**src/status_override_pkg.sv**
```systemverilog
// Constants and carrier types for the analogue status override bank.
// Assumes 16-bit registers reached over a 32-bit classic Wishbone port, byte addressed at four times the index.
package status_override_pkg;

    // ==========================================================
    // Register indices and byte address width
    localparam logic [7:0] CHARGER_IDX = 8'hE2;
    localparam logic [7:0] MISC_IDX = 8'hE3;
    localparam logic [7:0] SUPPLY_OV_IDX = 8'hE4;
    localparam logic [7:0] SUPPLY_UV_OC_IDX = 8'hE5;
    localparam logic [7:0] MASTER_IDX = 8'hF0;
    localparam int ADDR_W = 10;

    // ==========================================================
    // Writable bit masks per register
    localparam logic [15:0] CHARGER_MASK = 16'hC807;
    localparam logic [15:0] MISC_MASK = 16'h14FE;
    localparam logic [15:0] SUPPLY_OV_MASK = 16'h000D;
    localparam logic [15:0] SUPPLY_UV_MASK = 16'h0F0F;
    localparam logic [15:0] SUPPLY_OC_MASK = 16'h8000;
    localparam logic [15:0] MASTER_MASK = 16'h000F;
    localparam logic [15:0] RESET_VALUE = 16'h0000;

    // ==========================================================
    // Master force bit positions
    localparam int GENERAL_POS = 0;
    localparam int OV_POS = 1;
    localparam int UV_POS = 2;
    localparam int OC_POS = 3;

    // ==========================================================
    // Carrier of the four status words
    typedef struct packed {
        logic [15:0] charger;
        logic [15:0] misc;
        logic [15:0] supply_ov;
        logic [15:0] supply_uv_oc;
    } status_set_t;

endpackage

```
**src/force_select.sv**
```systemverilog
// Per-bit selection between raw monitor value and software forced value.
// Assumes the enable mask is stable within the cycle it is applied.
`timescale 1ns/10ps
module force_select (
    input wire logic [15:0] raw_i,
    input wire logic [15:0] forced_i,
    input wire logic [15:0] enable_i,
    output logic [15:0] out_o
);
    // ==========================================================
    // Selection
    genvar b;
    generate
        for (b = 0; b < 16; b++) begin : g_bit
            assign out_o[b] = enable_i[b] ? forced_i[b] : raw_i[b];
        end
    endgenerate
endmodule

```
**src/analog_status_override_bank.sv**
```systemverilog
// Analogue status override bank between monitor comparators and debounce logic.
// Assumes raw status inputs already synchronous to clk_i; registers on classic Wishbone.
`timescale 1ns/10ps
module analog_status_override_bank (
    input wire logic clk_i,
    input wire logic rst_i,
    input wire logic wb_cyc_i,
    input wire logic wb_stb_i,
    input wire logic wb_we_i,
    input wire logic [status_override_pkg::ADDR_W-1:0] wb_adr_i,
    input wire logic [3:0] wb_sel_i,
    input wire logic [31:0] wb_dat_i,
    output logic [31:0] wb_dat_o,
    output logic wb_ack_o,
    output logic wb_err_o,
    input wire status_override_pkg::status_set_t raw_i,
    output status_override_pkg::status_set_t debounce_o
);
    // ==========================================================
    // Address decode
    function automatic logic hit(input logic [status_override_pkg::ADDR_W-1:0] a,
                                 input logic [7:0] idx);
        hit = (a == {idx, 2'b00});
    endfunction

    logic req;
    logic sel_chg;
    logic sel_misc;
    logic sel_ov;
    logic sel_uv;
    logic sel_mst;
    logic mapped;
    logic wr_lo;
    logic wr_hi;
    assign req = wb_cyc_i & wb_stb_i & ~wb_ack_o & ~wb_err_o;
    assign sel_chg = hit(wb_adr_i, status_override_pkg::CHARGER_IDX);
    assign sel_misc = hit(wb_adr_i, status_override_pkg::MISC_IDX);
    assign sel_ov = hit(wb_adr_i, status_override_pkg::SUPPLY_OV_IDX);
    assign sel_uv = hit(wb_adr_i, status_override_pkg::SUPPLY_UV_OC_IDX);
    assign sel_mst = hit(wb_adr_i, status_override_pkg::MASTER_IDX);
    assign mapped = sel_chg | sel_misc | sel_ov | sel_uv | sel_mst;
    assign wr_lo = req & mapped & wb_we_i & wb_sel_i[0];
    assign wr_hi = req & mapped & wb_we_i & wb_sel_i[1];

    // ==========================================================
    // Storage
    status_override_pkg::status_set_t forced_reg;
    logic [15:0] master_reg;
    logic [15:0] wmask;
    logic [15:0] wval;
    assign wmask = {{8{wr_hi}}, {8{wr_lo}}};
    assign wval = wb_dat_i[15:0];

    function automatic logic [15:0] upd(input logic [15:0] old, input logic [15:0] m,
                                        input logic [15:0] v, input logic s);
        upd = s ? ((old & ~m) | (v & m)) : old;
    endfunction

    always_ff @(posedge clk_i) begin
        if (rst_i) begin
            forced_reg <= '0;
            master_reg <= status_override_pkg::RESET_VALUE;
        end else begin
            forced_reg.charger <= upd(forced_reg.charger,
                wmask & status_override_pkg::CHARGER_MASK, wval, sel_chg);
            forced_reg.misc <= upd(forced_reg.misc,
                wmask & status_override_pkg::MISC_MASK, wval, sel_misc);
            forced_reg.supply_ov <= upd(forced_reg.supply_ov,
                wmask & status_override_pkg::SUPPLY_OV_MASK, wval, sel_ov);
            forced_reg.supply_uv_oc <= upd(forced_reg.supply_uv_oc, wmask
                & (status_override_pkg::SUPPLY_UV_MASK | status_override_pkg::SUPPLY_OC_MASK),
                wval, sel_uv);
            master_reg <= upd(master_reg, wmask & status_override_pkg::MASTER_MASK,
                wval, sel_mst);
        end
    end

    // ==========================================================
    // Override enables
    logic gen_m;
    logic ov_m;
    logic uv_m;
    logic oc_m;
    status_override_pkg::status_set_t en;
    assign gen_m = master_reg[status_override_pkg::GENERAL_POS];
    assign ov_m = master_reg[status_override_pkg::OV_POS];
    assign uv_m = master_reg[status_override_pkg::UV_POS];
    assign oc_m = master_reg[status_override_pkg::OC_POS];
    assign en.charger = {16{gen_m}} & status_override_pkg::CHARGER_MASK;
    assign en.misc = {16{gen_m}} & status_override_pkg::MISC_MASK;
    assign en.supply_ov = {16{ov_m}} & status_override_pkg::SUPPLY_OV_MASK;
    assign en.supply_uv_oc = ({16{uv_m}} & status_override_pkg::SUPPLY_UV_MASK)
        | ({16{oc_m}} & status_override_pkg::SUPPLY_OC_MASK);

    // Debounce feed: forced where enabled, raw otherwise
    force_select u_sel_chg (.raw_i(raw_i.charger), .forced_i(forced_reg.charger),
        .enable_i(en.charger), .out_o(debounce_o.charger));
    force_select u_sel_misc (.raw_i(raw_i.misc), .forced_i(forced_reg.misc),
        .enable_i(en.misc), .out_o(debounce_o.misc));
    force_select u_sel_ov (.raw_i(raw_i.supply_ov), .forced_i(forced_reg.supply_ov),
        .enable_i(en.supply_ov), .out_o(debounce_o.supply_ov));
    force_select u_sel_uv (.raw_i(raw_i.supply_uv_oc), .forced_i(forced_reg.supply_uv_oc),
        .enable_i(en.supply_uv_oc), .out_o(debounce_o.supply_uv_oc));

    // ==========================================================
    // Read data: raw when master clear, forced value when set
    status_override_pkg::status_set_t rd;
    logic [15:0] rd_word;
    assign rd.charger = debounce_o.charger & status_override_pkg::CHARGER_MASK;
    assign rd.misc = debounce_o.misc & status_override_pkg::MISC_MASK;
    assign rd.supply_ov = debounce_o.supply_ov & status_override_pkg::SUPPLY_OV_MASK;
    assign rd.supply_uv_oc = debounce_o.supply_uv_oc
        & (status_override_pkg::SUPPLY_UV_MASK | status_override_pkg::SUPPLY_OC_MASK);
    assign rd_word = sel_chg ? rd.charger :
                     sel_misc ? rd.misc :
                     sel_ov ? rd.supply_ov :
                     sel_uv ? rd.supply_uv_oc :
                     sel_mst ? master_reg : 16'h0000;

    // ==========================================================
    // Bus answer, one cycle after request
    always_ff @(posedge clk_i) begin
        if (rst_i) begin
            wb_ack_o <= 1'b0;
            wb_err_o <= 1'b0;
            wb_dat_o <= 32'h00000000;
        end else begin
            wb_ack_o <= req & mapped;
            wb_err_o <= req & ~mapped;
            wb_dat_o <= (req & mapped & ~wb_we_i) ? {16'h0000, rd_word} : 32'h00000000;
        end
    end

    // ==========================================================
    // Checks
    property p_raw_read;
        @(posedge clk_i) disable iff (rst_i)
        req & sel_chg & ~wb_we_i & ~gen_m |=> wb_dat_o[15:0]
            == ($past(raw_i.charger) & status_override_pkg::CHARGER_MASK);
    endproperty
    a_raw_read: assert property (p_raw_read) else $error("charger read not raw");
    property p_general;
        @(posedge clk_i) disable iff (rst_i)
        gen_m |-> debounce_o.misc[12] == forced_reg.misc[12]
            && debounce_o.charger[15] == forced_reg.charger[15];
    endproperty
    a_general: assert property (p_general) else $error("general force ignored");
    property p_ov;
        @(posedge clk_i) disable iff (rst_i)
        ov_m |-> debounce_o.supply_ov[3:2] == forced_reg.supply_ov[3:2]
            && debounce_o.supply_ov[0] == forced_reg.supply_ov[0];
    endproperty
    a_ov: assert property (p_ov) else $error("overvoltage force ignored");
    property p_uv;
        @(posedge clk_i) disable iff (rst_i)
        uv_m |-> debounce_o.supply_uv_oc[11:8] == forced_reg.supply_uv_oc[11:8]
            && debounce_o.supply_uv_oc[3:0] == forced_reg.supply_uv_oc[3:0];
    endproperty
    a_uv: assert property (p_uv) else $error("undervoltage force ignored");
    property p_oc;
        @(posedge clk_i) disable iff (rst_i)
        oc_m |-> debounce_o.supply_uv_oc[15] == forced_reg.supply_uv_oc[15];
    endproperty
    a_oc: assert property (p_oc) else $error("overcurrent force ignored");
    property p_raw_pass;
        @(posedge clk_i) disable iff (rst_i)
        ~gen_m & ~ov_m & ~uv_m & ~oc_m |-> debounce_o == raw_i;
    endproperty
    a_raw_pass: assert property (p_raw_pass) else $error("raw not passed");
    property p_ack_once;
        @(posedge clk_i) disable iff (rst_i)
        wb_ack_o |=> ~wb_ack_o;
    endproperty
    a_ack_once: assert property (p_ack_once) else $error("ack held two cycles");
    property p_write_effect;
        @(posedge clk_i) disable iff (rst_i)
        wr_lo & sel_mst |=> master_reg[3:0] == $past(wb_dat_i[3:0]);
    endproperty
    a_write_effect: assert property (p_write_effect) else $error("master write lost");
    property p_raw_read_misc;
        @(posedge clk_i) disable iff (rst_i)
        req & sel_misc & ~wb_we_i & ~gen_m |=> wb_dat_o[15:0]
            == ($past(raw_i.misc) & status_override_pkg::MISC_MASK);
    endproperty
    a_raw_read_misc: assert property (p_raw_read_misc) else $error("misc not raw");
    property p_general_pass;
        @(posedge clk_i) disable iff (rst_i)
        ~gen_m |-> debounce_o.charger == raw_i.charger && debounce_o.misc == raw_i.misc;
    endproperty
    a_general_pass: assert property (p_general_pass) else $error("general group forced");
    property p_ov_pass;
        @(posedge clk_i) disable iff (rst_i)
        ~ov_m |-> debounce_o.supply_ov == raw_i.supply_ov;
    endproperty
    a_ov_pass: assert property (p_ov_pass) else $error("overvoltage group forced");
    property p_uv_oc_pass;
        @(posedge clk_i) disable iff (rst_i)
        ~uv_m & ~oc_m |-> debounce_o.supply_uv_oc == raw_i.supply_uv_oc;
    endproperty
    a_uv_oc_pass: assert property (p_uv_oc_pass) else $error("supply group forced");
    property p_err_once;
        @(posedge clk_i) disable iff (rst_i)
        wb_err_o |=> ~wb_err_o;
    endproperty
    a_err_once: assert property (p_err_once) else $error("err held two cycles");
    property p_unmapped_quiet;
        @(posedge clk_i) disable iff (rst_i)
        req & ~mapped |=> $stable(master_reg) && $stable(forced_reg);
    endproperty
    a_unmapped_quiet: assert property (p_unmapped_quiet) else $error("unmapped write landed");
    property p_dat_idle;
        @(posedge clk_i) disable iff (rst_i)
        ~wb_ack_o |-> wb_dat_o == 32'h00000000;
    endproperty
    a_dat_idle: assert property (p_dat_idle) else $error("read data without ack");
    c_general: cover property (@(posedge clk_i) $rose(gen_m));
    c_ov: cover property (@(posedge clk_i) $rose(ov_m));
    c_uv: cover property (@(posedge clk_i) $rose(uv_m));
    c_oc: cover property (@(posedge clk_i) $rose(oc_m));
    c_err: cover property (@(posedge clk_i) wb_err_o);
endmodule

```
**config.mk**
```make
export PLATFORM = sky130hd
export DESIGN_NAME = analog_status_override_bank
export DESIGN_NICKNAME = d
export VERILOG_FILES = /design/src/status_override_pkg.sv /design/src/force_select.sv /design/src/analog_status_override_bank.sv
export SDC_FILE = /design/constraint.sdc
export NUM_CORES = 1
export LEC_CHECK = 0
export BUFFER_PORTS_ARGS = -buffer_cell sky130_fd_sc_hd__clkbuf_2
export CELL_PAD_IN_SITES_DETAIL_PLACEMENT = 1
export CELL_PAD_IN_SITES_GLOBAL_PLACEMENT = 1
export CORE_UTILIZATION = 30
export CTS_CLUSTER_DIAMETER = 120
export DETAILED_ROUTE_END_ITERATION = 10
export GPL_ROUTABILITY_DRIVEN = 0
export PLACE_DENSITY_LB_ADDON = 0.2
export SLEW_MARGIN = 20
export SYNTH_ARGS = -nofsm -noshare
export SYNTH_HDL_FRONTEND = slang
export SYNTH_HIERARCHICAL = 1
export SYNTH_SLANG_ARGS = --single-unit
```
**constraint.sdc**
```tcl
create_clock -name clk_i -period 2.4 [get_ports clk_i]
set_input_delay 0.72 -clock clk_i [delete_from_list [all_inputs] [get_ports clk_i]]
set_output_delay 0.72 -clock clk_i [all_outputs]
set_load 0.03 [all_outputs]
```
==> impl_metrics.csv <==
group,metric,value,unit
timing,fin_tns_setup,0,ns
floorplanning,coreArea,10300,um^2
hold_path,holdPathStages,2,
timing,rsz0062_at_grt,"false",
cells_and_area,final_util,44.3,%
synth,synth_area_per_cell,10.6,um^2
synth,yosysTopAreaCellShare,30.5,%
clock_network,cts_tree,"yes",
timing,hold_violations,0,
clock_network,post_cts_buffers,0,
cells_and_area,drive_above_1_share,48.6,%
clock_network,cts_resized,0,
clock_network,cts_num_sinks,48,
global_routing,antenna_found_initial,0,
timing,finalCritPeriodShare,92.3,%
hold_path,worstHoldPathType,"flop to flop",
floorplanning,initial_utilization,30.7,%
synth,ys_ff_latch,48,
critical_path,r2r_end,"wb_dat_o[2]",
timing,setup_ws,0.184,ns
synth,synthDistinctLibCells,41,
cells_and_area,area_growth,44.3,%
critical_path,crit_path_end_kind,"primary output",
clock_network,htreeDepth,2,
critical_path,crit_path_max_fanout,6,
placement,post-dp-hpwl,7740,um
timing,setup_violations,0,
detailed_routing,dr_total_vias,2969,
clock_network,clkLatencyLatePin,0.30,ns
global_routing,grt_max_degree,48,
detailed_routing,ant_nets,0,
synth,ys_seq_area_share,30.5,%
timing,worstMarginPinSlew,0.504,ns
synth,post_synth_main_area_contributors,"dfxtp_1 (30%), mux2_4 (30%), nand3b_1 (6.7%)",
cells_and_area,layout_common_cells,"clkbuf_2 (176), conb_1 (91), mux2_4 (64)",
critical_path,reg2reg_depth,6,
timing,fmax,0.451,GHz
timing,drv_slew,0,
clock_network,hold_buffers,0,
clock_network,clk_pin_slew,0.09,ns
cells_and_area,final_common_cell,"clkbuf_2",
floorplanning,io_pins,213,
critical_path,worstSetupStartpointType,"flop",
power,vdd_ir_drop_max,0.213,mV
critical_path,path_class,"flop to primary output",
floorplanning,dieWidth,105,um
cells_and_area,fin_nets,669,
synth,synth_cells,299,
detailed_routing,dr.pass1.iters,4,
global_routing,grt_pass1_wl,14000,um
power,power_density,425,nW/um^2
synth,netlist_area,3160,um^2
placement,place_ws,0.193,ns
placement,port-buffer-count,176,
synth,yosysTopAreaCell,"dfxtp_1",
timing,slew_headroom,66.3,%
clock_network,root_buffer,"clkbuf_8",
cells_and_area,antenna_cells,0,
detailed_routing,drc_errors,0,
detailed_routing,drtIter0Drc,56,
floorplanning,die-area,10900,um^2
critical_path,arrival,1.50,ns
floorplanning,num_rows,37,
critical_path,crit_required,1.68,ns
global_routing,track_usage,16.3,%
synth,ys_warn_count,6,
detailed_routing,viasPerCell,4.31,
global_routing,overflow,0,
power,leakage,2.34,nW
critical_path,r2r_setup_slack,0.67,ns
timing,clock_skew,0.00910,ns
timing,hold_slack,0.480,ns
clock_network,cts_inserted_buffers,5,
clock_network,clockBufferDepth,2,
timing,period_minus_slack,2.22,ns
run,drv_cap,0,
detailed_routing,avgRoutedWirePerCell,13.4,um
run_status,status,"finished clean",
floorplanning,die_h,105,um
detailed_routing,routed_wl,9230,um
power,p_total,0.00194,W
global_routing,grt_pass1_vias,2856,
## cell usage after synthesis
cell type   n
a21oi_1     2
nand4_1     6
o221a_2     1
nor2_1     11
and3_2      1
a22o_1      2
mux2_2      1
nand2_1     5
and4_1      2
nor4b_1     2
nor4b_4     1
clkbuf_1    7
nand4_2     1
nor3b_1     2
and3b_1     1
and2_1      7
and4bb_2    1
buf_2       3
nor4bb_1    2
nor2b_1     4
a22oi_1     4
dfxtp_1    48
a32oi_1     2
conb_1      1
nand3b_1   28
a31oi_1     1
buf_1       1
nor3_1      4
a32o_1      1
mux2i_1     3
or2_4       1
nand2b_1   20
nand4b_4    1
nor4b_2     1
mux2_4     64
nand3_1     4
nor3_2      2
inv_1       4
o21ai_0    29
a2bb2oi_1   1
buf_4      17
## worst max path at each step
stage               depth (start not counted)              to
finish                                      3  debounce_o[11]
global route                                3  debounce_o[11]
CTS                                         3  debounce_o[11]
detailed placement                          6            flop
global placement                            6            flop
floorplan                                   5     wb_dat_o[2]
## per-layer routing
layer / track usage, % / routed length (um) / share of wire [%]
met2: 29.9 / 4640 / 50
met1: 18.3 / 3870 / 42
met3: 4.87 / 658 / 7.1
met5: 0 / 0 / 0
met4: 3.37 / 66 / 0.71
## worst max-delay path, cell delays in order (launching register included)
cell and delay (ns):
dfxtp_2 0.46, buf_4 0.21, mux2_4 0.34, clkbuf_2 0.19
## report_power, final
part / internal [W] / switching [W] / leakage [nW] / total [W]
logic: 0.000243 / 0.000340 / 1.90 / 0.000583
registers: 0.000796 / 0.000000635 / 0.387 / 0.000797
clock network: 0.000299 / 0.000256 / 0.0501 / 0.000556
## metrics by stage
step	instances	area, um^2
finish	689	4550
CTS	689	4550
global placement	683	4450
detailed placement	683	4450
global route	689	4550
floorplan	389	3490
## cell families after synthesis
| kind of cell | synth area share, % |
|---|---|
| compound gates | 8.13 |
| buf+inv | 5.95 |
| flops | 30.5 |
| mux | 31.8 |
| other cells | 0.119 |
| simple gates | 23.6 |
## layout make-up
class                           count  area [um^2]
Fill cell                        1281         5720
Clock inverter                      1         30.0
Timing Repair Buffer              186          956
Tap cell                          136          170
Inverter                            4         15.0
Sequential cell                    48          962
Multi-Input combinational cell    309         2350
Clock buffer                        5         68.8
(Power assumes the default switching activity.)
